<file path="src/core/docr_consts.vh">
// Behaviour
// (RULE1) The low two bits of the differential-output register choose off, PECL or LVDS drive.
// (RULE2) Code 01 gives PECL, code 10 gives LVDS, codes 00 and 11 leave the driver disabled.
// (RULE3) Bandwidth bit 7 set lets the loop pick locked or acquisition bandwidth, clear forces locked.
// (RULE4) With the limit bit 3 set the integral path freezes at a frequency limit, clear never.
// (RULE5) While the integral path is frozen the reported PLL frequency is held constant.
// (RULE6) The calibration low byte joins the upper byte [15:8] into one 16-bit unsigned trim word.
`ifndef DOCR_CONSTS_VH
`define DOCR_CONSTS_VH
`define DOCR_ADDR_DIFF_OUT   8'h3A
`define DOCR_ADDR_BW_CTRL    8'h3B
`define DOCR_ADDR_CAL_LO     8'h3C
`define DOCR_ADDR_CAL_HI     8'h3D
`define DOCR_RST_DIFF_OUT    8'hC2
`define DOCR_RST_BW_CTRL     8'h98
`define DOCR_RST_CAL_LO      8'h99
`define DOCR_RST_CAL_HI      8'h99
`define DOCR_BIT_AUTO_BW     7
`define DOCR_BIT_LIM_INT     3
`define DOCR_MASK_DIFF_OUT   8'h03
`define DOCR_MASK_BW_CTRL    8'h88
`define DOCR_SIG_PECL        2'b01
`define DOCR_SIG_LVDS        2'b10
`endif

</file>
<file path="src/core/docr_regs.v">
`timescale 1ns/1ns
`include "docr_consts.vh"
// Configuration slice: output type, bandwidth policy, integrator freeze, calibration.
module docr_regs (
  // Clock and asynchronous reset
  input  wire        ref_clk,
  input  wire        resetn,
  // Register access port, one strobe per access
  input  wire        reg_wr,
  input  wire        reg_rd,
  input  wire [7:0]  reg_addr,
  input  wire [7:0]  reg_wdata,
  output reg  [7:0]  reg_rdata,
  // Upper calibration byte from the adjacent register
  input  wire [7:0]  cal_high_byte,
  // Loop status from the PLL datapath
  input  wire        pll_locked,
  input  wire        freq_at_limit,
  input  wire [15:0] pll_freq_live,
  // Differential output driver mode
  output reg         diff_out_enable,
  output reg         diff_out_pecl,
  output reg         diff_out_lvds,
  // Loop bandwidth and integrator control
  output reg         use_acq_bandwidth,
  output reg         integrator_frozen,
  output reg  [15:0] reported_pll_frequency,
  // Oscillator trim word for the PLL
  output reg  [15:0] osc_trim_word
);

  // One-hot register select codes, with all-zero SEL_NONE for no register
  localparam [2:0] SEL_NONE = 3'h0;
  localparam [2:0] SEL_DIFF = 3'h1;
  localparam [2:0] SEL_BW   = 3'h2;
  localparam [2:0] SEL_CAL  = 3'h4;

  // Driver mode decode, shared by the mode lines and the enable
  function docr_is_pecl;
    input [1:0] code;
    begin
      docr_is_pecl = (code == `DOCR_SIG_PECL);
    end
  endfunction

  function docr_is_lvds;
    input [1:0] code;
    begin
      docr_is_lvds = (code == `DOCR_SIG_LVDS);
    end
  endfunction

  // Codes 00 and 11 both leave the driver off, so only two codes enable it
  function docr_is_driven;
    input [1:0] code;
    begin
      docr_is_driven = docr_is_pecl(code) | docr_is_lvds(code);
    end
  endfunction

  // Register select, shared by the write and read paths
  function [2:0] docr_sel;
    input [7:0] addr;
    begin
      case (addr)
        `DOCR_ADDR_DIFF_OUT: docr_sel = SEL_DIFF;
        `DOCR_ADDR_BW_CTRL:  docr_sel = SEL_BW;
        `DOCR_ADDR_CAL_LO:   docr_sel = SEL_CAL;
        default:             docr_sel = SEL_NONE;
      endcase
    end
  endfunction

  // Register map of this slice
  //   0x3a bits [1:0]  driver signalling code, bits [7:2] read zero
  //   0x3b bit 7       automatic bandwidth choice
  //   0x3b bit 3       integrator limit freeze
  //   0x3b other bits  read zero
  //   0x3c bits [7:0]  calibration low byte
  //   0x3d is outside this slice: writes ignored, reads zero
  // The upper calibration byte comes in as a level from outside
  // Limitation: unused bits are not stored, so reset values read back masked
  // Reads and writes take effect on the edge that samples the strobe
  // Read data stands until the next read
  // Both strobes in one cycle are legal; the read returns the old value

  // Stored configuration; unused bits are never stored
  reg  [7:0] diff_output_type_select_q;
  reg  [7:0] pll_bandwidth_auto_control_q;
  reg  [7:0] osc_calibration_low_byte_q;
  wire [2:0] reg_sel;
  wire       wr_diff_out;
  wire       wr_bw_ctrl;
  wire       wr_cal_lo;
  wire [1:0] diff_out_signalling_field;
  wire       automatic_bandwidth_choice;
  wire       integrator_limit_freeze;
  wire       freeze_d;

  // Address decode for the write strobes
  assign reg_sel     = docr_sel(reg_addr);
  assign wr_diff_out = reg_wr & (reg_sel == SEL_DIFF);
  assign wr_bw_ctrl  = reg_wr & (reg_sel == SEL_BW);
  assign wr_cal_lo   = reg_wr & (reg_sel == SEL_CAL);

  // Control fields
  assign diff_out_signalling_field  = diff_output_type_select_q[1:0]; // RULE1
  assign automatic_bandwidth_choice = pll_bandwidth_auto_control_q[`DOCR_BIT_AUTO_BW]; // RULE3
  assign integrator_limit_freeze    = pll_bandwidth_auto_control_q[`DOCR_BIT_LIM_INT]; // RULE4

  // Freeze acts in the same cycle as the limit so the report never slips a sample
  assign freeze_d = integrator_limit_freeze & freq_at_limit; // RULE4

  // Output type register
  always @(posedge ref_clk or negedge resetn) begin
    if (!resetn) begin
      diff_output_type_select_q <= `DOCR_RST_DIFF_OUT & `DOCR_MASK_DIFF_OUT;
    end else if (wr_diff_out) begin
      diff_output_type_select_q <= reg_wdata & `DOCR_MASK_DIFF_OUT; // RULE1
    end
  end

  // Bandwidth and limit register
  always @(posedge ref_clk or negedge resetn) begin
    if (!resetn) begin
      pll_bandwidth_auto_control_q <= `DOCR_RST_BW_CTRL & `DOCR_MASK_BW_CTRL;
    end else if (wr_bw_ctrl) begin
      pll_bandwidth_auto_control_q <= reg_wdata & `DOCR_MASK_BW_CTRL;
    end
  end

  // Calibration low byte
  always @(posedge ref_clk or negedge resetn) begin
    if (!resetn) begin
      osc_calibration_low_byte_q <= `DOCR_RST_CAL_LO;
    end else if (wr_cal_lo) begin
      osc_calibration_low_byte_q <= reg_wdata; // RULE6
    end
  end

  // Read data registered; unmapped addresses return zero
  always @(posedge ref_clk or negedge resetn) begin
    if (!resetn) begin
      reg_rdata <= 8'h00;
    end else if (reg_rd) begin
      case (reg_sel)
        SEL_DIFF: reg_rdata <= diff_output_type_select_q;
        SEL_BW:   reg_rdata <= pll_bandwidth_auto_control_q;
        SEL_CAL:  reg_rdata <= osc_calibration_low_byte_q;
        default:  reg_rdata <= 8'h00;
      endcase
    end
  end

  // PECL line registered so the analog driver never sees decode glitches
  always @(posedge ref_clk or negedge resetn) begin
    if (!resetn) begin
      diff_out_pecl <= 1'b0;
    end else begin
      diff_out_pecl <= docr_is_pecl(diff_out_signalling_field); // RULE2
    end
  end

  // LVDS line
  always @(posedge ref_clk or negedge resetn) begin
    if (!resetn) begin
      diff_out_lvds <= 1'b0;
    end else begin
      diff_out_lvds <= docr_is_lvds(diff_out_signalling_field); // RULE2
    end
  end

  // Driver enable, off for both spare codes
  always @(posedge ref_clk or negedge resetn) begin
    if (!resetn) begin
      diff_out_enable <= 1'b0;
    end else begin
      diff_out_enable <= docr_is_driven(diff_out_signalling_field); // RULE2
    end
  end

  // Acquisition only while auto mode is on and the loop is not yet locked
  always @(posedge ref_clk or negedge resetn) begin
    if (!resetn) begin
      use_acq_bandwidth <= 1'b0;
    end else begin
      use_acq_bandwidth <= automatic_bandwidth_choice & ~pll_locked; // RULE3
    end
  end

  // Integrator freeze flag, a level that follows the limit
  always @(posedge ref_clk or negedge resetn) begin
    if (!resetn) begin
      integrator_frozen <= 1'b0;
    end else begin
      integrator_frozen <= freeze_d; // RULE4
    end
  end

  // Hold the report while frozen so software sees the clamp value
  always @(posedge ref_clk or negedge resetn) begin
    if (!resetn) begin
      reported_pll_frequency <= 16'h0000;
    end else if (!freeze_d) begin
      reported_pll_frequency <= pll_freq_live; // RULE5
    end
  end

  // Trim word; the upper byte is only joined here, never stored
  always @(posedge ref_clk or negedge resetn) begin
    if (!resetn) begin
      osc_trim_word <= 16'h0000;
    end else begin
      osc_trim_word <= {cal_high_byte, osc_calibration_low_byte_q}; // RULE6
    end
  end

endmodule

</file>
<file path="config.mk">
export PLATFORM = sky130hd
export DESIGN_NAME = docr_regs
export DESIGN_NICKNAME = d
export VERILOG_FILES = /design/src/core/docr_regs.v
export VERILOG_INCLUDE_DIRS = /design/src /design/src/core
export SDC_FILE = /design/constraint.sdc
export NUM_CORES = 1
export LEC_CHECK = 0
export BUFFER_PORTS_ARGS = -buffer_cell sky130_fd_sc_hd__buf_2
export CAP_MARGIN = 0
export CORE_MARGIN = 2
export CORE_UTILIZATION = 45
export CTS_BUF_LIST = sky130_fd_sc_hd__clkbuf_4 sky130_fd_sc_hd__clkbuf_8 sky130_fd_sc_hd__clkbuf_16
export DETAILED_ROUTE_END_ITERATION = 8
export GPL_TIMING_DRIVEN = 0
export PLACE_DENSITY_LB_ADDON = 0.3
export RECOVER_POWER = 100
export SLEW_MARGIN = 20
export SYNTH_ARGS = -nofsm -noshare
export SYNTH_HDL_FRONTEND = slang
export SYNTH_SLANG_ARGS = --single-unit
</file>
<file path="constraint.sdc">
create_clock -name ref_clk -period 1.58 [get_ports ref_clk]
set_input_delay 0 -clock ref_clk [delete_from_list [all_inputs] [get_ports ref_clk]]
set_output_delay 0 -clock ref_clk [all_outputs]
set_load 0.005 [all_outputs]
</file>
==> After elaboration in Yosys (flattened, before gate mapping) <==
Cells that the tools add are included.
{ "totals": {"register_bits": 57, "input_bits": 46, "output_inout_bits": 45, "word_cells": 28} }
{ "op_classes": {"n_eq_ne": 8, "mux": 2, "bitwise_logic": 7} }
{ "op_table": {"columns": ["cell", "n"], "rows": [
  ["== test 8 x 6 -> 1 bit (second input constant)", 3],
  ["case mux 8 bit (3 select lines)", 1],
  ["case mux 3 bit (3 select lines)", 1],
  ["bitwise AND 1 bit", 5],
  ["== test 3 x 1 -> 1 bit (second input constant)", 1],
  ["== test 3 x 2 -> 1 bit (second input constant)", 1],
  ["== test 3 bit (second input constant)", 1],
  ["== test 2 x 1 -> 1 bit (second input constant)", 1],
  ["== test 2 bit (second input constant)", 1],
  ["NOT 1 bit", 1],
  ["bitwise OR 1 bit", 1]
]} }

==> Logic depth before layout (Yosys ltp) <==
{ "depth": {"word_depth": 4, "mapped_depth": 5, "depth_no_buf": 4} }

==> Worst setup path after synthesis <==
Ideal clock, no wire load.
{ "synth_timing": {"path_kind": "register -> register", "start": "register pll_bandwidth_auto_control_q[3]", "end": "register reported_pll_frequency[10]", "setup_ns": 0.125, "arrival_time_ns": 1.156, "required_ns": 1.455, "setup_slack_ns": 0.299, "path_stages_with_launch": 4, "path_buffers": 1, "period_less_slack_ns": 1.281, "path_cell_list": "dfstp_2 -> nand2_1 -> buf_2 -> mux2_2"} }
{ "synth_via": {"elab_chain_len": 1} }
{ "synth_lines": {"columns": ["element", "line", "source"], "rows": [
  ["start, declared", "docr_regs.v:89", "reg [7:0] pll_bandwidth_auto_control_q;"],
  ["start signal, assigned", "docr_regs.v:126", "pll_bandwidth_auto_control_q <= `DOCR_RST_BW_CTRL & `DOCR_MASK_BW_CTRL;"],
  ["start signal, assigned", "docr_regs.v:128", "pll_bandwidth_auto_control_q <= reg_wdata & `DOCR_MASK_BW_CTRL;"],
  ["bitwise AND 1 bit", "docr_regs.v:112", "assign freeze_d = integrator_limit_freeze & freq_at_limit;"],
  ["end signal, assigned", "docr_regs.v:205", "reported_pll_frequency <= pll_freq_live;"],
  ["end, declared", "docr_regs.v:27", "output reg [15:0] reported_pll_frequency,"]
]} }
No other way between the ends.
A chain may end at the register's enable or synchronous reset.

==> Worst setup path in the final report <==
{ "layout_timing": {"start": "register pll_bandwidth_auto_control_q[3]", "end": "register reported_pll_frequency[9]"} }
Same word-level chain as after synthesis.

==> results.json <==
{
  "diodes": 0,
  "path_buf_inv": 1,
  "num-fill-cells": 321,
  "p_per_area_nw_per_um2": 1020,
  "drv_cap": 0,
  "vias": 1509,
  "portBuffers": 90,
  "slew_violations": 0,
  "tritoncts": "yes",
  "layout-drive-gt1-share": 0.394,
  "start_kind": "flop",
  "clock_sinks": 57,
  "synth-seq-area-share": 0.699,
  "final_cell_mix": "61 x buf_2, 50 x dfrtp_1, 35 x dlygate4sd3_1, 31 x clkbuf_1, 26 x mux2_2",
  "clockBufferDepth": 2,
  "grt_overflow": 0,
  "post-route-period-util": 0.918,
  "report.power.total_uw": 3140,
  "worst_setup_path_end_kind": "flop",
  "synthesis.area_um2": 2050,
  "min_period_ns": 1.45,
  "num_rows": 24,
  "core-area_um2": 4380,
  "path_clk_slew_ns": 0.06,
  "holdPathStages": 3,
  "crit_type": "flop to flop",
  "gr-usage-all-layers": 0.184,
  "fin_skew_ns": 0.00594,
  "hpwl_um": 2900,
  "grt_max_degree": 58,
  "drt-initial-drc-count": 71,
  "vias_per_cell": 4.63,
  "post_drt_wl_per_cell_um": 13.9,
  "ys_seq_elements": 57,
  "grt_pass1_wl_um": 7110,
  "setup_viol": 0,
  "cts-root-buf": "clkbuf_8",
  "yosys_warnings": 0,
  "relSlewSlack": 0.549,
  "dieWidth_um": 71.6,
  "syn_avg_cell_area_um2": 15.4,
  "cp.depth": 3,
  "start_util": 0.469,
  "ioPinCount": 91,
  "max_clock_freq_ghz": 0.689,
  "crit_fanout": 10,
  "min-delay-path-class": "input pin to flop",
  "die_h_um": 71.6,
  "fin_nets": 317,
  "drc": 0,
  "post_cts_buffers": 0,
  "grt_pass1_vias": 1550,
  "ant_nets": 0,
  "wl_um": 4520,
  "cp_slowest_cell": "dfstp_1",
  "p_leak_uw": 0.00148,
  "syn_nets": 181,
  "crit_path_max_incr_delay_ns": 0.55,
  "outcome": "complete, no violations",
  "critPathTopFamily": "flip-flops",
  "cp.required_ns": 1.78,
  "crit_path_cell_trace": "nand2_1, buf_2, mux2_2",
  "yosys.cell_types.count": 24,
  "cp.arrival_ns": 1.65,
  "seqCellArea_um2": 1440,
  "rsz0062_at_grt": "no",
  "antenna_found_initial": 0,
  "worst_slew_pin_slew_ns": 0.676,
  "cts_resized": 0,
  "r2r_cells": 3,
  "synthCells": 133,
  "clk_latency_ns": 0.32,
  "multi_input_area_um2": 552,
  "cts_max_level": 3,
  "area_growth_syn_to_layout_pct": 49.8,
  "firstDrtPassIters": 4,
  "finalHoldViolations": 0,
  "dieArea_um2": 5120,
  "cts_made_buffers": 9,
  "gp_congestion": 0.761,
  "ir_drop_mv": 0.521,
  "setup_tns_ns": 0,
  "layout_commonest_cell": "buf_2"
}
[worst register-to-register path, delay by kind of cell, from the launching register on]
family	cells	cell delay, ns
flip-flops	1	0.55
AND/OR/NAND/NOR	1	0.22
buffers and inverters	1	0.28
multiplexers	1	0.29
[where the power goes]
group | switching, uW | leakage (uW) | internal [uW]
registers | 29.2 | 0.000714 | 1520
clock network | 538 | 0.0000987 | 782
logic | 109 | 0.000671 | 160
[state kept, by name, summed over array words and instances (netlist names)]
register,count
diff_out_enable,1
diff_output_type_select_q,2
diff_out_lvds,1
diff_out_pecl,1
use_acq_bandwidth,1
reg_rdata,8
integrator_frozen,1
osc_calibration_low_byte_q,8
reported_pll_frequency,16
osc_trim_word,16
pll_bandwidth_auto_control_q,2
[cells by family after synthesis]
| kind of cell | synth area share |
|---|---|
| DFF | 0.699 |
| muxes | 0.157 |
| and+or+nand+nor | 0.0621 |
| buffers and inverters | 0.0298 |
| AOI/OAI and AO/OA | 0.0402 |
| adders and majority gates | 0.0122 |
[cells in the mapped netlist (all sizes together)]
master / count / area share
nor4b: 1 / 0.0043
clkbuf: 1 / 0.0018
ha: 2 / 0.012
nor3b: 1 / 0.0037
mux2: 28 / 0.16
buf: 2 / 0.0061
dfstp: 7 / 0.090
nand2: 3 / 0.0091
or3b: 1 / 0.0055
nand3: 6 / 0.015
dfrtp: 50 / 0.61
and4bb: 1 / 0.0061
inv: 12 / 0.022
and4: 2 / 0.0091
o21a: 1 / 0.0037
nor2b: 2 / 0.0061
o21ai: 4 / 0.0097
o22ai: 4 / 0.012
a22oi: 4 / 0.015
and3: 1 / 0.0037
[metrics by stage]
stage / setup slack [ns] / hold WS, ns / utilization / std cells / instance area [um2]
after detailed placement: 0.153 / 0.0880 / 0.587 / 275 / 2570
after global routing: 0.0386 / 0.108 / 0.702 / 326 / 3080
final: 0.129 / 0.0833 / 0.702 / 326 / 3080
after floorplan: 0.299 / -0.296 / - / 133 / 2050
after global placement: 0.160 / 0.108 / 0.586 / 275 / 2570
after CTS: 0.143 / 0.0746 / 0.712 / 326 / 3120
[path summary, 6_finish.rpt]
path | start | to | slack (ns)
min reg2reg | osc_calibration_low_byte_q[5] | osc_trim_word[5] | 0.40
max | pll_bandwidth_auto_control_q[3] | reported_pll_frequency[9] | 0.13
min | reg_addr[4] | reg_rdata[0] | 0.08
min in group asynchronous | resetn | osc_trim_word[13] | 0.27
max in group asynchronous | resetn | osc_trim_word[7] | 0.87
max reg2reg | pll_bandwidth_auto_control_q[3] | reported_pll_frequency[9] | 0.13
[what timing repair did]
| item | CTS | global route |
|---|---|---|
| endpoints found under the hold margin | 89 | 0 |
| setup endpoints to repair | 0 | 0 |
| hold buffers | 35 | 0 |
[per-layer routing]
| metal | up-vias | global-route usage | wire (um) | part of all wire |
|---|---|---|---|---|
| met4 | 0 | 0.0943 | 87 | 0.019 |
| met5 | - | 0 | 0 | 0 |
| met1 | 697 | 0.217 | 1870 | 0.41 |
| met3 | 9 | 0.0563 | 359 | 0.079 |
| met2 | 69 | 0.305 | 2210 | 0.49 |
| li1 | 734 | - | - | - |
[cell type report]
class	instances	area share
Timing Repair Buffer	125	0.249
Tap cell	52	0.0211
Clock inverter	5	0.0179
Buffer	3	0.00407
Multi-Input combinational cell	61	0.179
Sequential cell	57	0.466
Clock buffer	11	0.0472
Inverter	12	0.0146
Note: power is estimated with default switching activity, not from simulation.
